[src/pkg/mcdf_pkg.sv]
package mcdf_pkg;

  // Request codes: prefix byte then selector byte
  localparam logic [7:0] MCDF_CMD_PREFIX = 8'hA5;
  localparam logic [7:0] MCDF_CMD_CFG    = 8'hC1;
  localparam logic [7:0] MCDF_CMD_DAT    = 8'hD1;

  // Block lengths, counting every byte including code and checksum
  localparam logic [7:0] MCDF_CFG_LEN    = 8'h84;
  localparam logic [7:0] MCDF_DAT_LEN    = 8'hC2;

  // Configuration header, bytes 0 to 15
  localparam logic [15:0][7:0] MCDF_CFG_HDR = {
    8'hA5, 8'hC1, 8'h84, 8'h01, 8'h00, 8'h00, 8'h0A, 8'h02,
    8'h64, 8'h01, 8'h00, 8'h04, 8'h00, 8'h54, 8'h00, 8'h5C
  };
  localparam logic [7:0] MCDF_HDR_END    = 8'h10;

  // Channel descriptors
  localparam int         MCDF_NUM_CH     = 10;
  localparam logic [7:0] MCDF_DESC_LEN   = 8'h0A;
  localparam logic [7:0] MCDF_DESC_END   = 8'h74;
  localparam logic [7:0] MCDF_CH_TYPE    = 8'h01;
  localparam logic [7:0] MCDF_SF_TYPE    = 8'hFF;
  localparam logic [7:0] MCDF_SF_OFS     = 8'h00;
  localparam logic [3:0] MCDF_VOLT_FIRST = 4'h4;
  localparam logic [3:0] MCDF_VOLT_LAST  = 4'h6;

  // Names in wye order; entry 0 is sent first
  localparam logic [0:9][47:0] MCDF_NAME_WYE = {
    48'h494100000000, 48'h494200000000, 48'h494300000000,
    48'h494E00000000, 48'h564100000000, 48'h564200000000,
    48'h564300000000, 48'h565300000000, 48'h465245510000,
    48'h564241540000
  };
  // Line-to-line names for entries 4 to 6 under delta
  localparam logic [0:2][47:0] MCDF_NAME_DELTA = {
    48'h564142000000, 48'h564243000000, 48'h564341000000
  };

  // Tail after descriptors, bytes 116 to 130
  localparam logic [7:0] MCDF_LINE_ABC_WYE   = 8'h00;
  localparam logic [7:0] MCDF_LINE_ACB_WYE   = 8'h01;
  localparam logic [7:0] MCDF_LINE_ABC_DELTA = 8'h02;
  localparam logic [7:0] MCDF_LINE_ACB_DELTA = 8'h03;
  localparam logic [7:0] MCDF_PWR_WYE        = 8'h00;
  localparam logic [7:0] MCDF_PWR_DELTA      = 8'h01;
  localparam logic [7:0] MCDF_ABSENT         = 8'hFF;
  localparam logic [7:0] MCDF_RESERVED       = 8'h00;
  localparam logic [5:0][7:0] MCDF_CH_INDEX = {
    8'h00, 8'h01, 8'h02, 8'h04, 8'h05, 8'h06
  };
  localparam logic [7:0] MCDF_IDX_LINE       = 8'h74;
  localparam logic [7:0] MCDF_IDX_PWR        = 8'h75;
  localparam logic [7:0] MCDF_IDX_COMP_END   = 8'h7C;
  localparam logic [7:0] MCDF_IDX_CHIDX_END  = 8'h82;
  localparam logic [7:0] MCDF_CFG_RSV        = 8'h82;

  // Data block positions
  localparam logic [7:0] MCDF_DAT_SRC_FIRST  = 8'h03;
  localparam logic [7:0] MCDF_DAT_SRC_LAST   = 8'hBF;
  localparam logic [7:0] MCDF_DAT_RSV        = 8'hC0;

  typedef enum logic [1:0] {MCDF_IDLE, MCDF_SEND} mcdf_state_t;

endpackage

[src/logic/mcdf_csum.sv]
`timescale 1ns/10ps
module mcdf_csum (
  input  wire logic       mclk,
  input  wire logic       rstn,
  input  wire logic       clr,
  input  wire logic       add,
  input  wire logic [7:0] byte_in,
  output logic      [7:0] sum
);
  import mcdf_pkg::*;

  logic [7:0] sum_r;

  // Eight-bit wrap is the truncation the host expects
  always_ff @(posedge mclk or negedge rstn) begin
    if (!rstn) begin
      sum_r <= 8'h00;
    end else if (clr) begin
      sum_r <= 8'h00;
    end else if (add) begin
      sum_r <= sum_r + byte_in;
    end
  end

  assign sum = sum_r;

endmodule

[src/logic/mcdf_framer.sv]
`timescale 1ns/10ps
// Overview of operation
// - A two-byte configuration request starts a block that opens with that code and length 84.
// - The header reports ten channels, two samples, 100 banks, offsets 0054 and 005C.
// - The header declares one status byte, scale factors in message, none of them, one calc block.
// - Each descriptor is a six-byte zero-padded name, type 01, scale type FF, offset 0000.
// - Descriptors go currents, neutral, three voltages, sync, frequency, then battery.
// - Voltage descriptors carry phase names under wye and line names under delta, never both.
// - Line configuration byte is 00, 01, 02 or 03 by rotation and connection.
// - Power calculation byte is 00 under wye and 01 under delta.
// - Deskew, resistance and reactance compensation are each sent as FFFF.
// - Channel indices 00 01 02 04 05 06 follow the compensation fields.
// - The configuration block ends with reserved 00 and a checksum of all prior bytes.
// - A two-byte data request starts a block with that code, length C2 and a status byte.
// - Eighty bytes of X and Y float components follow the status byte.
// - An 8-byte time stamp, 100 target and bank bytes, a reserved byte and checksum follow.
module mcdf_framer (
  input  wire logic       mclk,
  input  wire logic       rstn,
  input  wire logic [7:0] rx_data,
  input  wire logic       rx_valid,
  input  wire logic       pt_connection_setting,
  input  wire logic       phase_rotation_acb,
  input  wire logic [7:0] data_src_byte,
  output logic      [7:0] data_src_index,
  output logic      [7:0] tx_data,
  output logic            tx_valid,
  input  wire logic       tx_ready,
  output logic            busy
);
  import mcdf_pkg::*;

  mcdf_state_t state_r;
  logic        prefix_seen_r;
  logic        kind_dat_r;
  logic        delta_r;
  logic        acb_r;
  logic [7:0]  idx_r;
  logic [7:0]  tx_data_r;
  logic        tx_valid_r;
  logic        start_cfg;
  logic        start_dat;
  logic        load;
  logic        last;
  logic [7:0]  cur_byte;
  logic [7:0]  cfg_byte;
  logic [7:0]  dat_byte;
  logic [7:0]  csum;
  logic [7:0]  rel;
  logic [3:0]  ch;
  logic [3:0]  pos;
  logic [47:0] name;

  // Requests are only decoded while idle; a request arriving mid-block
  // is dropped rather than queued, so the host must wait for the checksum
  assign start_cfg = (state_r == MCDF_IDLE) && rx_valid && prefix_seen_r
                     && (rx_data == MCDF_CMD_CFG);
  assign start_dat = (state_r == MCDF_IDLE) && rx_valid && prefix_seen_r
                     && (rx_data == MCDF_CMD_DAT);

  always_ff @(posedge mclk or negedge rstn) begin
    if (!rstn) begin
      prefix_seen_r <= 1'b0;
    end else if (state_r != MCDF_IDLE) begin
      prefix_seen_r <= 1'b0;
    end else if (rx_valid) begin
      prefix_seen_r <= (rx_data == MCDF_CMD_PREFIX);
    end
  end

  assign load = (state_r == MCDF_SEND) && (!tx_valid_r || tx_ready);
  assign last = kind_dat_r ? (idx_r == MCDF_DAT_LEN - 8'h01)
                           : (idx_r == MCDF_CFG_LEN - 8'h01);

  always_ff @(posedge mclk or negedge rstn) begin
    if (!rstn) begin
      state_r <= MCDF_IDLE;
    end else begin
      unique case (state_r)
        MCDF_IDLE: begin
          if (start_cfg || start_dat) begin
            state_r <= MCDF_SEND;
          end
        end
        MCDF_SEND: begin
          if (load && last) begin
            state_r <= MCDF_IDLE;
          end
        end
        default: state_r <= MCDF_IDLE;
      endcase
    end
  end

  // Settings are frozen per block so one block never mixes name sets
  always_ff @(posedge mclk or negedge rstn) begin
    if (!rstn) begin
      kind_dat_r <= 1'b0;
      delta_r    <= 1'b0;
      acb_r      <= 1'b0;
    end else if (start_cfg || start_dat) begin
      kind_dat_r <= start_dat;
      delta_r    <= pt_connection_setting;
      acb_r      <= phase_rotation_acb;
    end
  end

  always_ff @(posedge mclk or negedge rstn) begin
    if (!rstn) begin
      idx_r <= 8'h00;
    end else if (start_cfg || start_dat) begin
      idx_r <= 8'h00;
    end else if (load) begin
      idx_r <= idx_r + 8'h01;
    end
  end

  // Descriptor decode
  always_comb begin
    rel  = idx_r - MCDF_HDR_END;
    ch   = 4'(rel / MCDF_DESC_LEN);
    pos  = 4'(rel % MCDF_DESC_LEN);
    name = MCDF_NAME_WYE[ch];
    if (delta_r && ch >= MCDF_VOLT_FIRST && ch <= MCDF_VOLT_LAST) begin
      name = MCDF_NAME_DELTA[2'(ch - MCDF_VOLT_FIRST)];
    end
  end

  always_comb begin
    cfg_byte = MCDF_RESERVED;
    if (idx_r < MCDF_HDR_END) begin
      cfg_byte = MCDF_CFG_HDR[4'(MCDF_HDR_END - 8'h01 - idx_r)];
    end else if (idx_r < MCDF_DESC_END) begin
      if (pos < 4'h6) begin
        cfg_byte = name[8'(47 - 8 * pos) -: 8];
      end else if (pos == 4'h6) begin
        cfg_byte = MCDF_CH_TYPE;
      end else if (pos == 4'h7) begin
        cfg_byte = MCDF_SF_TYPE;
      end else begin
        cfg_byte = MCDF_SF_OFS;
      end
    end else if (idx_r == MCDF_IDX_LINE) begin
      unique case ({delta_r, acb_r})
        2'b00: cfg_byte = MCDF_LINE_ABC_WYE;
        2'b01: cfg_byte = MCDF_LINE_ACB_WYE;
        2'b10: cfg_byte = MCDF_LINE_ABC_DELTA;
        2'b11: cfg_byte = MCDF_LINE_ACB_DELTA;
      endcase
    end else if (idx_r == MCDF_IDX_PWR) begin
      cfg_byte = delta_r ? MCDF_PWR_DELTA : MCDF_PWR_WYE;
    end else if (idx_r < MCDF_IDX_COMP_END) begin
      cfg_byte = MCDF_ABSENT;
    end else if (idx_r < MCDF_IDX_CHIDX_END) begin
      cfg_byte = MCDF_CH_INDEX[3'(MCDF_IDX_CHIDX_END - 8'h01 - idx_r)];
    end else if (idx_r == MCDF_CFG_RSV) begin
      cfg_byte = MCDF_RESERVED;
    end
  end

  // Status, phasors, time stamp and banks all come from the source port
  always_comb begin
    dat_byte = MCDF_RESERVED;
    if (idx_r == 8'h00) begin
      dat_byte = MCDF_CMD_PREFIX;
    end else if (idx_r == 8'h01) begin
      dat_byte = MCDF_CMD_DAT;
    end else if (idx_r == 8'h02) begin
      dat_byte = MCDF_DAT_LEN;
    end else if (idx_r <= MCDF_DAT_SRC_LAST) begin
      dat_byte = data_src_byte;
    end else if (idx_r == MCDF_DAT_RSV) begin
      dat_byte = MCDF_RESERVED;
    end
  end

  always_comb begin
    if (last) begin
      cur_byte = csum;
    end else if (kind_dat_r) begin
      cur_byte = dat_byte;
    end else begin
      cur_byte = cfg_byte;
    end
  end

  mcdf_csum u_csum (
    .mclk    (mclk),
    .rstn    (rstn),
    .clr     (start_cfg || start_dat),
    .add     (load && !last),
    .byte_in (cur_byte),
    .sum     (csum)
  );

  // One-byte output stage; the next byte loads on the same edge that
  // the host takes the current one, so a ready host sees no gaps
  always_ff @(posedge mclk or negedge rstn) begin
    if (!rstn) begin
      tx_data_r  <= 8'h00;
      tx_valid_r <= 1'b0;
    end else if (load) begin
      tx_data_r  <= cur_byte;
      tx_valid_r <= 1'b1;
    end else if (tx_ready) begin
      tx_valid_r <= 1'b0;
    end
  end

  assign tx_data        = tx_data_r;
  assign tx_valid       = tx_valid_r;
  assign data_src_index = idx_r;
  assign busy           = (state_r == MCDF_SEND) || tx_valid_r;

endmodule

[config.mk]
export PLATFORM = sky130hd
export DESIGN_NAME = mcdf_framer
export DESIGN_NICKNAME = d
export VERILOG_FILES = /design/src/pkg/mcdf_pkg.sv /design/src/logic/mcdf_csum.sv /design/src/logic/mcdf_framer.sv
export SDC_FILE = /design/constraint.sdc
export NUM_CORES = 1
export LEC_CHECK = 0
export BUFFER_PORTS_ARGS = -buffer_cell sky130_fd_sc_hd__buf_2
export CORE_MARGIN = 2
export CORE_UTILIZATION = 55
export DETAILED_ROUTE_END_ITERATION = 16
export GPL_TIMING_DRIVEN = 0
export MAX_ROUTING_LAYER = met4
export PLACE_DENSITY = 0.78
export SLEW_MARGIN = 20
export SYNTH_ARGS = -nofsm -noshare
export SYNTH_HDL_FRONTEND = slang
export SYNTH_SLANG_ARGS = --single-unit
[constraint.sdc]
create_clock -name mclk -period 7.3 [get_ports mclk]
set_input_delay 0.365 -clock mclk [delete_from_list [all_inputs] [get_ports mclk]]
set_output_delay 0.365 -clock mclk [all_outputs]
set_load 0.02 [all_outputs]
# --- Word level (Yosys, flattened, before mapping) ---
# Memory sizes are Yosys's and may differ from the RTL's.
# Index checks and enable logic that the tools add are counted.
totals:
  register_bits: 31
  romBits: 960
  wordCells: 113
  n_memories: 3
memory_table:
  columns: ["name", "depth", "word_bits", "rd", "rd_ports_with_merged_regs", "write_ports", "line_no", "source"]
  rows:
  - ["(no name shown)", 16, 48, 1, 0, 0, "mcdf_framer.sv:123", "name = MCDF_NAME_WYE[ch];"]
  - ["(no name shown)", 16, 8, 1, 0, 0, "mcdf_framer.sv:132", "cfg_byte = MCDF_CFG_HDR[4'(MCDF_HDR_END - 8'h01 - idx_r)];"]
  - ["(no name shown)", 8, 8, 1, 0, 0, "mcdf_framer.sv:155", "cfg_byte = MCDF_CH_INDEX[3'(MCDF_IDX_CHIDX_END - 8'h01 - idx_r)];"]
op_classes:
  add_sub_neg: 7
  n_div: 2
  n_lt_le_gt_ge: 12
  n_eq_ne: 17
  n_shift: 1
  n_mux: 37
  bitwise: 2
  n_reduce_logical: 23
op_table:
  columns: ["op", "n"]
  rows:
  - ["48-bit 2-to-1 mux", 5]
  - ["8-bit 2-to-1 mux", 21]
  - ["48-bit binary-select mux with 2-bit select", 1]
  - ["55-bit by 9-bit indexed part select with 8-bit output", 1]
  - ["8-bit == test (second input constant)", 5]
  - ["8-bit one-hot mux with 4 select lines", 1]
  - ["8-bit by 7-bit == test with 1-bit output (second input constant)", 2]
  - ["8-bit by 7-bit less-than comparator with 1-bit output (second input constant)", 2]
  - ["2-bit nonzero test", 5]
  - ["1-bit logical AND", 9]
  - ["8-bit by 1-bit adder with 8-bit output (second input constant)", 1]
  - ["8-bit adder", 1]
  - ["8-bit by 4-bit divider with 8-bit output (second input constant)", 1]
  - ["4-bit by 3-bit == test with 1-bit output (second input constant)", 2]
  - ["8-bit by 1-bit == test with 1-bit output (second input constant)", 1]
  - ["8-bit by 2-bit == test with 1-bit output (second input constant)", 1]
  - ["8-bit less-or-equal comparator (second input constant)", 1]
  - ["8-bit zero test", 1]
  - ["8-bit by 5-bit less-than comparator with 1-bit output (second input constant)", 1]
  - ["8-bit less-than comparator (second input constant)", 1]
  - ["8-bit by 4-bit remainder unit with 8-bit output (second input constant)", 1]
  - ["6-bit by 7-bit subtractor with 8-bit output (first input constant)", 1]
  - ["8-bit by 5-bit subtractor with 8-bit output (second input constant)", 1]
  - ["1-bit 2-to-1 mux", 6]
  - ["other kinds (22)", 29]

# --- Longest topological paths before layout ---
# Gate-level depths: netlist (run 1).
depth:
  ltp_word: 17
  mapped_depth: 37
  ltp_nobuf: 32

# --- Hierarchy ---
# Synthesis (run 1) repeated with hierarchy kept, for this count alone.
unflattened:
  hier_cells: 498
  hier_area_um2: 4115.2
modules_own_cells:
  columns: ["module", "n_inst", "cells_per_inst", "area_each_um2", "seq_area_each_um2"]
  rows:
  - ["mcdf_framer", 1, 432, 3468.3, 550.5]
  - ["mcdf_csum", 1, 66, 646.9, 200.2]

# --- Worst setup path after synthesis (run 1) ---
# No wires, ideal clock.
synth_timing:
  kind: "reg-to-reg"
  startpoint: "reg idx_r[4] (netlist: data_src_index[4])"
  endpoint: "reg u_csum.sum_r[7] (netlist: u_csum.sum[7])"
  setup_time_ps: 79
  arrival_ps: 7081
  path_slack_ps: 139
  stages_incl_launch_ff: 35
  cell_sequence: "dfrtp_1 -> buf_2 -> clkinv_1 -> ha_1 -> buf_2 -> xnor2_1 -> buf_2 -> a211oi_1 -> a311oi_1 -> a221oi_4 -> and4b_1 -> a31o_1 -> nor3_2 -> nor4_1 -> o21a_1 -> buf_2 -> nor2_1 -> xor2_1 -> ha_1 -> nand2_1 -> or4b_1 -> nor3b_1 -> o311a_1 -> o21bai_1 -> ha_1 -> a21o_1 -> a21oi_1 -> o21bai_1 -> a21oi_1 -> nor2b_1 -> o21ai_0 -> nand2b_1 -> nand3_1 -> nor3b_1 -> mux2i_1"
synth_via:
  elab_chain_len: 17
synth_lines:
  columns: ["item", "line_no", "source"]
  rows:
  - ["from (decl)", "mcdf_framer.sv:38", "logic [7:0] idx_r;"]
  - ["from (signal assigned)", "mcdf_framer.sv:114", "idx_r <= idx_r + 8'h01;"]
  - ["8-bit by 5-bit subtractor with 8-bit output", "mcdf_framer.sv:120", "rel = idx_r - MCDF_HDR_END;"]
  - ["8-bit by 4-bit divider with 8-bit output", "mcdf_framer.sv:121", "ch = 4'(rel / MCDF_DESC_LEN);"]
  - ["2-bit by 1-bit subtractor with 2-bit output", "mcdf_framer.sv:125", "name = MCDF_NAME_DELTA[2'(ch - MCDF_VOLT_FIRST)];"]
  - ["2-bit NOT with 3-bit output (implied by the code)", "mcdf_framer.sv:125", null]
  - ["48-bit binary-select mux with 2-bit select", "mcdf_framer.sv:125", null]
  - ["48-bit 2-to-1 mux (implied by the code) (2 in a row)", "mcdf_framer.sv:125", null]
  - ["48-bit 2-to-1 mux", "mcdf_framer.sv:124", "if (delta_r && ch >= MCDF_VOLT_FIRST && ch <= MCDF_VOLT_LAST) begin"]
  - ["55-bit by 9-bit indexed part select with 8-bit output", "mcdf_framer.sv:135", "cfg_byte = name[8'(47 - 8 * pos) -: 8];"]
  - ["8-bit 2-to-1 mux", "mcdf_framer.sv:134", "if (pos < 4'h6) begin"]
  - ["8-bit 2-to-1 mux", "mcdf_framer.sv:133", "end else if (idx_r < MCDF_DESC_END) begin"]
  - ["8-bit 2-to-1 mux", "mcdf_framer.sv:131", "if (idx_r < MCDF_HDR_END) begin"]
  - ["8-bit 2-to-1 mux", "mcdf_framer.sv:180", "end else if (kind_dat_r) begin"]
  - ["8-bit 2-to-1 mux *", "mcdf_framer.sv:178", "if (last) begin"]
  - ["via cur_byte[1]", "mcdf_framer.sv:45", "logic [7:0] cur_byte;"]
  - ["8-bit adder *", "mcdf_csum.sv:21", "sum_r <= sum_r + byte_in;"]
  - ["8-bit 2-to-1 mux *", "mcdf_csum.sv:20", "end else if (add) begin"]
  - ["8-bit 2-to-1 mux *", "mcdf_csum.sv:18", "end else if (clr) begin"]
  - ["to (signal assigned)", "mcdf_csum.sv:21", null]
  - ["to (decl)", "mcdf_csum.sv:12", "logic [7:0] sum_r;"]
# Mark *: on every way through the listed nets, which the timed path passes. The rest lies on a longest branch. The select of a mux whose other input is x is not followed.
# A chain may end at the register's enable or synchronous reset.

# --- Worst setup path in the final report (run 1) ---
# Ends and elaborated chain as after synthesis.

==> results of run 1 <==
through the flow:
step	util (%)	setup WS, ns	total power [W]	TNS [ns]	instances
after floorplan	-	0.1393	0.0001950	0	549
after global placement	60.87	-0.8667	0.0002100	-1.782	687
after detailed placement	60.87	-1.040	0.0002112	-2.795	687
after CTS	63.94	0.006952	0.0003829	0	695
after global routing	66.11	-0.05025	0.0003950	-0.05025	705
final	66.11	0.2598	0.0003812	0	705
cell type report:
cell class	count	area (um2)	share of cell area, %
Sequential cell	30	750.7	15.74
Clock buffer	6	82.58	1.731
Clock inverter	1	30.03	0.6296
Multi-Input combinational cell	461	3238	67.89
Inverter	27	106.4	2.230
Tap cell	99	123.9	2.597
Timing Repair Buffer	51	285.3	5.981
Buffer	30	152.6	3.200
worst max-delay path by stage:
| stage | from | to | slack, ns |
|---|---|---|---|
| detailed placement | data_src_index[4] | u_csum.sum[7] | -1.04 |
| global placement | data_src_index[4] | u_csum.sum[7] | -0.87 |
| finish | data_src_index[4] | u_csum.sum[7] | 0.26 |
| CTS | data_src_index[4] | u_csum.sum[7] | 0.007 |
| floorplan | data_src_index[4] | u_csum.sum[7] | 0.14 |
| global route | data_src_index[4] | u_csum.sum[7] | -0.05 |
cell usage in the layout (no fill, tap or decap), types with 10 or more instances in the layout:
master / n
a21oi_1: 46
buf_2: 42
buf_4: 15
clkbuf_1: 16
dfrtp_1: 30
ha_1: 25
inv_1: 20
mux2i_1: 10
nand2_1: 46
nand3_1: 25
nor2_1: 47
nor3_1: 16
o21ai_0: 33
xnor2_1: 11
worst max-delay path, delay by kind of cell, from the launching register on:
kind / cells / cell delay [ns]
AND/OR/NAND/NOR: 11 / 2.26
multiplexers: 1 / 0.19
buffers and inverters: 5 / 0.77
flip-flops: 1 / 0.41
XOR/XNOR: 1 / 0.18
adder cells (fa/ha/maj): 3 / 0.88
AO/OA/AOI/OAI: 9 / 2.27
layer usage:
layer / global-route usage (%) / wire, um / vias to the layer above
met3: 2.263 / 1023 / 42
li1: - / - / 2174
met4: 10.90 / 373 / 0
met5: - / 0 / -
met2: 53.20 / 6277 / 267
met1: 42.23 / 5430 / 2253
cell families after synthesis:
logic type,share of synthesized area [%]
flops,18.43
fa+ha+maj,8.479
mux,3.287
simple gates,27.74
xor+xnor,4.055
buf+inv,5.776
compound gates,32.23
power by group:
group | internal, W | leakage [nW] | switching (W)
clock network | 0.000109 | 0.0573 | 0.0000620
registers | 0.000168 | 0.398 | 0.00000149
logic | 0.0000168 | 1.68 | 0.0000236
cell usage after synthesis, drive strengths merged, types with 9 or more instances:
master,count
mux2i,10
a21oi,51
nand2,47
and3,9
nand3,27
or3,9
xnor2,12
inv,21
buf,12
ha,26
nor3,18
nor2,50
clkbuf,19
dfrtp,30
o21ai,40
what timing repair did:
| item | 4_1_cts | 5_1_grt |
|---|---|---|
| setup endpoints to repair | 7 | 4 |
| gates resized for setup | 20 | 22 |
| endpoints found under the hold margin | 0 | 0 |
| buffers inserted | 2 | 10 |
| cloned | 0 | 0 |
| pin swaps | 2 | 9 |
==> impl_results.md, run 1 <==
- Status: finished, final reports clean
- Slew Limit Fails: 0
- Pwr dens: around 80 nW/um2
- WP data arrival: slightly above 7 ns
- Initial antenna violation count: 0
- Antenna cells: 0
- Drt pass-1 iters: 5
- Ys async rst share: 100.0%
- CP Capture Type: flip-flop
- Fillers: 649
- Reg2Reg Depth: 30
- Core box area: between 7000 and 8000 um2
- Clock Skews: about 0.006 ns
- CP max FO: 11
- Initial drt markers: roughly 530
- Remaining DRCs: 0
- Buffers on Ports: 39
- DR vias: approximately 4,700
- Root Driver: clkbuf_8
- Die Y: between 90 and 100 um
- Final Cell Area: around 4800 um2
- Top_reg_cell synth: dfrtp_1
- First-pass GRT wire length: between 20 and 25 mm
- CTS H-tree depth: 2
- WS Path Type: reg2reg
- Clock latency at the later pin of the worst-skew pair: 0.28 ns
- Static leakage: 2.134 nW
- Final hold viol count: 0
- Hold buffer count at cts: 0
- Clock tree from TritonCTS: done
- Yosys reg bits: 30
- Post-synthesis sequential area ratio: 18.43%
- Top cells by area, synth: dfrtp_1 18%, ha_1 8.0%, a21oi_1 6.0%
- Clock Tree Buf Depth: 2
- Final wirelength: roughly 13 mm
- Num CTS Buffers: 5
- Die X: between 90 and 100 um
- Initial Util: between 50% and 60%
- Max_slew headroom: 44.94%
- Internal reg-to-reg setup slack: around 0.26 ns
- I/O pins: 40
- Nets: roughly 660
- Area grow syn2layout: 17.11%
- Crit-path slowest cell: or4_1
- Post-detailed-route count of antenna-violating nets: 0
- RR Endpoint: u_csum.sum[7]
- Post-Syn Area: approximately 4100 um2
- Slew at the pin closest to its max-slew limit: approximately 0.81 ns
- Mean routed wirelength per cell: about 19 um
- Final worst path period share: 96.44%
- Max cap viols: 0
- Register clock-pin slew on the reported worst setup and hold paths: roughly 0.060 ns
- Reg2reg start: data_src_index[4]
- Syn nets: between 500 and 600
- Final setup fails: 0
- Startpoint types: flip-flop
- Sinks on Clock Net: 30
- Most frequent cell on the critical path: buf_4
- Vias in the first global route: about 4,400
- Yosys warns: 0
- CP required: 7.50 ns
- Syn Area/Cell: 7.418 um2
- Largest net degree at the start of global routing: 31
- Post-synth top area share: between 10% and 20%
- Unique cell type count in the Yosys netlist: 89
- Post-synth EDFFs: 0
- Total grt overflow: 0
- Mapped Cells: approximately 550
- Area after DPL: around 4400 um2
- Min-delay worst type: in2async
- Worst hold margin: approximately 0.12 ns
- Area leader, netlist: dfrtp_1
- Vias per inst: ~6.7
- Peak supply drop: ~0.13 mV
- Die Area: 8109 um2
- Tmin final: slightly above 7 ns
- RePlAce Congestion: around 1
- Gr usage total: between 30% and 40%
- Fraction of layout cells with a size suffix above 1: a little under a fifth
- # rows: 31
- DP HPWL: slightly below 10 mm
- Max Clock Freq: approximately 140 MHz
- Delay of the slowest cell on the worst path: 0.54 ns
No activity file was read; power rests on OpenSTA's default activity.
==> inputs of run 2 (changes only) <==
CORE_MARGIN = 5   (was 2)
PLACE_DENSITY = 0.75   (was 0.78)
RECOVER_POWER = 100   (was default)
clock period = 8.8 ns   (was 7.3 ns; I/O delays follow)
==> run 2 against run 1 <==
The flow now finishes with violations (capacitance limit, slew limit). Global-route usage fell by 3.2 points. Power fell by 25%. Design area shrank 6.3%. Flip-flop and latch count unchanged. Core utilization fell by 4.1 points. Sequential power decreased by 17%. First-iteration DRC count fell by 37%. Non-clock buffer count down 11. Clock skew decreased by 0.0032 ns. Via count decreased by 3.9%.
==> impl_results.md, run 2 (synthesized netlist as in run 1, its figures left out) <==
- Status: complete, but fails checks
- Failing checks: capacitance limit, slew limit
- CP required: 9.01 ns
- Clock Tree Buf Depth: 2
- Delay of the slowest cell on the worst path: roughly 0.57 ns
- Max cap viols: 1
- Buffers on Ports: 39
- Final worst path period share: a little over nine tenths
- Max_slew headroom: -8.104%
- Gr usage total: about 29%
- RSZ-0062 raised after global routing: no
- I/O pins: 40
- Hold Path Sink: delta_r
- Fin cells: just under 700
- Fraction of layout cells with a size suffix above 1: 10.91%
- CTS H-tree depth: 2
- CP Capture Type: flip-flop
- Clock Skews: around 0.0028 ns
- Hold path cells: 3
- Int Power: ~0.00022 W
- Hold Crit Start: pt_connection_setting
- Final wirelength: 12.54 mm
- Comb pwr share: approximately 11%
- Placed cells: 687
- DR vias: ~4,600
- Remaining DRCs: 0
- Largest net degree at the start of global routing: 31
- Startpoint types: flip-flop
- Slew Limit Fails: 31
- Root Driver: clkbuf_8
- First-pass GRT wire length: 20.80 mm
- Min-delay worst type: in2reg
- Tmin final: 8.306 ns
- Die X: 96.05 um
- Die Y: just under 100 um
- Die Area: slightly above 9000 um2
- Sw Ratio: between 20% and 30%
- Vias per inst: ~6.5
- # rows: 31
- Most frequent cells in the layout: 50 x a21oi_1, 48 x nor2_1, 47 x nand2_1, 39 x clkbuf_1, 34 x o21ai_0
- Peak supply drop: roughly 0.12 mV
- Final hold viol count: 0
- Nets: about 640
- Core box area: approximately 7200 um2
- Final Cell Area: around 4500 um2
- Internal reg-to-reg setup slack: 0.49 ns
- CP max FO: 11
- Num CTS Buffers: 5
- Vias in the first global route: approximately 4,300
- Initial antenna violation count: 0
- Drt pass-1 iters: 5
- Sinks on Clock Net: 30
- Post-detailed-route count of antenna-violating nets: 0
- Most common cell after layout, fill and taps aside: a21oi_1
- Clock tree from TritonCTS: done
- Setup bufs post-CTS: 0
- Area grow syn2layout: 9.770%
- Slew at the pin closest to its max-slew limit: between 1.5 and 2 ns
- RePlAce Congestion: 0.9771
- Initial Util: between 50 and 60%
- PnR worst setup slack: around 0.5 ns
- WP data arrival: approximately 8.5 ns
- Sw power: about 0.00007 W
- RR Endpoint: u_csum.sum[7]
- Place WS: between 0.4 and 0.5 ns
- Setup TNS: 0 ns
- Sequential Power Share: 49.3%
- Total grt overflow: 0
- Antenna cells: 0
- Crit-path slowest cell: nor2_1
- Clock latency at the later pin of the worst-skew pair: between 0.2 and 0.3 ns
- DP HPWL: 9.771 mm
- Initial drt markers: 337
- Reg2reg start: data_src_index[4]
- WS Path Type: reg2reg
- Pwr dens: around 64 nW/um2
- Reg2Reg Depth: 35
- Static leakage: 1.940 nW
- Final setup fails: 0
- Mean routed wirelength per cell: ~18 um
- Max Clock Freq: about 120 MHz
- Register clock-pin slew on the reported worst setup and hold paths: ~0.060 ns
- Area after DPL: ~4400 um2
- Clock share of power: 39.6%
[run 2: worst max path at each step]
stage	start	end	slack, ns
3_5_place_dp	data_src_index[4]	u_csum.sum[7]	0.45
3_3_place_gp	data_src_index[4]	u_csum.sum[7]	0.79
2_1_floorplan	data_src_index[4]	u_csum.sum[7]	1.64
4_1_cts	data_src_index[4]	u_csum.sum[7]	0.43
5_1_grt	data_src_index[4]	u_csum.sum[7]	0.01
6_report	data_src_index[4]	u_csum.sum[7]	0.49
[run 2: through the flow]
stage / hold WS (ns) / total power, W / util [%]
after floorplan: 0.1444 / 0.0001617 / -
after global placement: 0.4626 / 0.0001745 / 60.87
after detailed placement: 0.4650 / 0.0001752 / 60.87
after CTS: 0.2182 / 0.0002885 / 62.14
after global routing: 0.3505 / 0.0002989 / 61.97
final: 0.3510 / 0.0002857 / 61.97
[run 2: power by group through the flow]
stage                     registers (W)   logic, W  clock network, W
after floorplan                0.000144  0.0000176                 0
after global placement         0.000143  0.0000313                 0
after detailed placement       0.000143  0.0000320                 0
after CTS                      0.000141  0.0000321          0.000116
after global routing           0.000141  0.0000354          0.000123
final                          0.000141  0.0000318          0.000113
[run 2: area by class of cell]
type	count	area (um2)
clock buffers	7	86.33
repair buffers	39	171.4
fillers	709	2744
clock inverters	1	5.005
well taps	99	123.9
plain buffers	31	133.9
flip-flops and latches	30	750.7
inverters	27	101.3
multi-input cells	461	3098
[run 2: repair_timing]
item	CTS	global route
setup endpoints to repair	0	1
gates resized for setup	0	2
hold buffers	0	0
[run 2: worst max-delay path, delay by kind of cell, from the launching register on]
| family | cells | cell delay (ns) |
|---|---|---|
| AO/OA/AOI/OAI | 14 | 3.38 |
| XOR/XNOR | 1 | 0.16 |
| adder cells (fa/ha/maj) | 3 | 0.73 |
| buffers and inverters | 5 | 1.35 |
| flip-flops | 1 | 0.38 |
| multiplexers | 1 | 0.20 |
| AND/OR/NAND/NOR | 11 | 2.04 |
[run 2: layer usage]
metal | part of all wire [%] | vias up | wire, um | GRT usage [%]
met1 | 44 | 2130 | 5519 | 39.04
met2 | 45 | 239 | 5625 | 45.26
met4 | 2.5 | 0 | 318 | 10.07
li1 | - | 2155 | - | -
met5 | 0 | - | 0 | -
met3 | 8.6 | 28 | 1073 | 3.518
==> inputs of run 3 (changes only) <==
ABC_AREA = 1   (was default)
PLACE_DENSITY = 0.76   (was 0.75)
==> run 3 against run 2 <==
The flow still finishes with violations (capacitance limit, slew limit). Hold slack better by 0.027 ns. Wire length down 29%. Sequential share of layout area increased by 3.3 points.
==> impl_results.md, run 3 <==
- Hold buffer count at cts: 0
- Slew at the pin closest to its max-slew limit: 1.640 ns
- Reg2reg start: data_src_index[4]
- Die Area: between 7000 and 8000 um2
- Top cells by area, synth: dfrtp_1 22%, nand2_1 14%, ha_1 9.5%
- Most common cell after layout, fill and taps aside: nand2_1
- Count leader, synth: nand2_1
- Most frequent cells in the layout: 130 x nand2_1, 66 x inv_1, 56 x nand3_1, 44 x nor2_1, 32 x a21oi_1
- WS Path Type: reg2reg
- Core box area: approximately 6000 um2
- CTS resizes: 0
- Fraction of layout cells with a size suffix above 1: between 10% and 20%
- Worst setup path endpoint: u_csum.sum[6]
- Sinks on Clock Net: 30
- DR vias: approximately 3,600
- Nets: about 620
- Syn nets: ~570
- Setup bufs post-CTS: 0
- Met2 WL post-DR: 4.177 mm
- Drt pass-1 iters: 7
- Multi-input logic area: 2275 um2
- Mean routed wirelength per cell: roughly 14 um
- RePlAce Congestion: 0.9254
- Most frequent cells after synthesis: 127 x nand2_1, 65 x inv_1, 54 x nand3_1
- Final setup fails: 0
- Die X: around 89 um
- I/O pins: 40
- Worst hold margin: approximately 0.38 ns
- Initial antenna violation count: 0
- Status: complete, but fails checks
- Max cap viols: 1
- CP Capture Type: flip-flop
- Startpoint types: flip-flop
- Failing checks: capacitance limit, slew limit
- Post-synthesis sequential area ratio: about 22%
- Syn Area/Cell: around 6.5 um2
- Max Clock Freq: between 100 and 150 MHz
- Final worst path period share: between 80% and 90%
- Setup TNS: 0 ns
- Reg2Reg Depth: 45
- WP data arrival: roughly 7.2 ns
- Critical path origin: data_src_index[4]
- Post-Syn Area: roughly 3400 um2
- Final wirelength: around 9.0 mm
- RR Endpoint: u_csum.sum[6]
- Clock Tree Buf Depth: 2
- Yosys warns: 0
- Peak supply drop: 0.07329 mV
- Metal1 wirelength: 4.252 mm
- Ys async rst share: between 90% and 100%
- Crit-path slowest cell: dfrtp_1
- Min-delay worst type: in2reg
- Post-synth EDFFs: 0
- CTS H-tree depth: 2
- Post-detailed-route count of antenna-violating nets: 0
- Area leader, netlist: dfrtp_1
- # rows: 28
- Remaining DRCs: 0
- Num CTS Buffers: 5
- Delay of the slowest cell on the worst path: 0.55 ns
- Slew Limit Fails: 31
- Buffers on Ports: 39
- CP max FO: 11
- Vias in the first global route: approximately 3,500
- Tmin final: between 7 and 8 ns
- Die Y: around 89 um
- Clock tree from TritonCTS: done
- Static leakage: slightly below 2 nW
- Vias per inst: roughly 5.6
- RSZ-0062 raised after global routing: no
- Register clock-pin slew on the reported worst setup and hold paths: roughly 0.07 ns
- Total grt overflow: 0
- Most frequent cell on the critical path: nand2_1
- Fillers: 630
- Max_slew headroom: -9.332%
- Pwr dens: a little under 100 nW/um2
- Largest net degree at the start of global routing: 31
- Initial Util: around 57%
- Clock latency at the later pin of the worst-skew pair: roughly 0.28 ns
- First-pass GRT wire length: between 15 and 20 mm
- Top_reg_cell synth: dfrtp_1
- Area grow syn2layout: 9.281%
- Yosys reg bits: 30
- Initial drt markers: 220
- Met3 WL post-DR: between 400 and 500 um
- Root Driver: clkbuf_8
- Clock Skews: around 0.010 ns
- Mapped Cells: 524
- Unique cell type count in the Yosys netlist: between 40 and 50
- Storage element area: 750.7 um2
- Gr usage total: roughly a quarter
- Post-synth top area share: roughly 22%
- Antenna cells: 0
- DP HPWL: 7.155 mm
- Top routing layer in use: met4
- CP required: about 9.0 ns
- Internal reg-to-reg setup slack: between 1.5 and 2 ns
- Final hold viol count: 0
[run 3: per-layer routing]
metal  GRT usage (%)  vias up
met5               -        -
met4           6.593        0
met3           3.259       12
met2           40.82      105
met1           33.98     1668
li1                -     1822
[run 3: area by class of cell]
| type | instances | share of cell area, % |
|---|---|---|
| timing repair buffer | 39 | 4.599 |
| buffer | 9 | 1.511 |
| inverter | 76 | 7.654 |
| tap | 75 | 2.518 |
| multi-input combinational | 409 | 61.03 |
| sequential | 30 | 20.14 |
| clock buffer | 6 | 2.216 |
| clock inverter | 2 | 0.3357 |
[run 3: kinds of logic (layout without fill, tap and decap cells)]
group,after synthesis,after routing,synth area share [%]
AOI/OAI and AO/OA,84,84,14.16
xor gates and xnor gates,8,8,2.054
adders and majority gates,27,27,10.12
buffers and inverters,85,132,10.01
DFF,30,30,22.01
muxes,1,1,0.3301
and+or+nand+nor,289,289,41.31
[run 3: how the worst min path moves through the flow]
stage / start / end / slack (ns) / cells after the start
after detailed placement: tx_data[4] / tx_data[4] / 0.46 / 2
final: rx_valid / prefix_seen_r / 0.38 / 2
after global routing: rx_valid / prefix_seen_r / 0.37 / 2
after global placement: tx_data[7] / tx_data[7] / 0.46 / 2
after CTS: rstn / tx_data[5] / 0.22 / 1
after floorplan: rstn / acb_r / 0.14 / 0
[run 3: stage by stage]
stage | cells | utilization, % | total power [W] | setup slack [ns] | instance area, um2
global route | 646 | 62.22 | 0.0003887 | 0.9998 | 3727
floorplan | 524 | - | 0.0002218 | 3.346 | 3411
global placement | 638 | 61.76 | 0.0002467 | 2.770 | 3700
finish | 646 | 62.22 | 0.0003676 | 1.728 | 3727
CTS | 646 | 63.35 | 0.0003709 | 2.587 | 3795
detailed placement | 638 | 61.76 | 0.0002495 | 2.610 | 3700
[run 3: report_power, final]
part | switching, W | internal [W]
Clock | 0.0000582 | 0.0000629
Sequential | 0.00000458 | 0.000142
Combinational | 0.0000669 | 0.0000330
Total | 0.000130 | 0.000238
[run 3: critical path: cells and delay by family, from the launching register on]
family                   cells  cell delay, ns
AND/OR/NAND/NOR             32            3.77
adder cells (fa/ha/maj)      4            1.31
AO/OA/AOI/OAI                4            0.72
flip-flops                   1            0.55
buffers and inverters        4            0.45
XOR/XNOR                     1            0.13
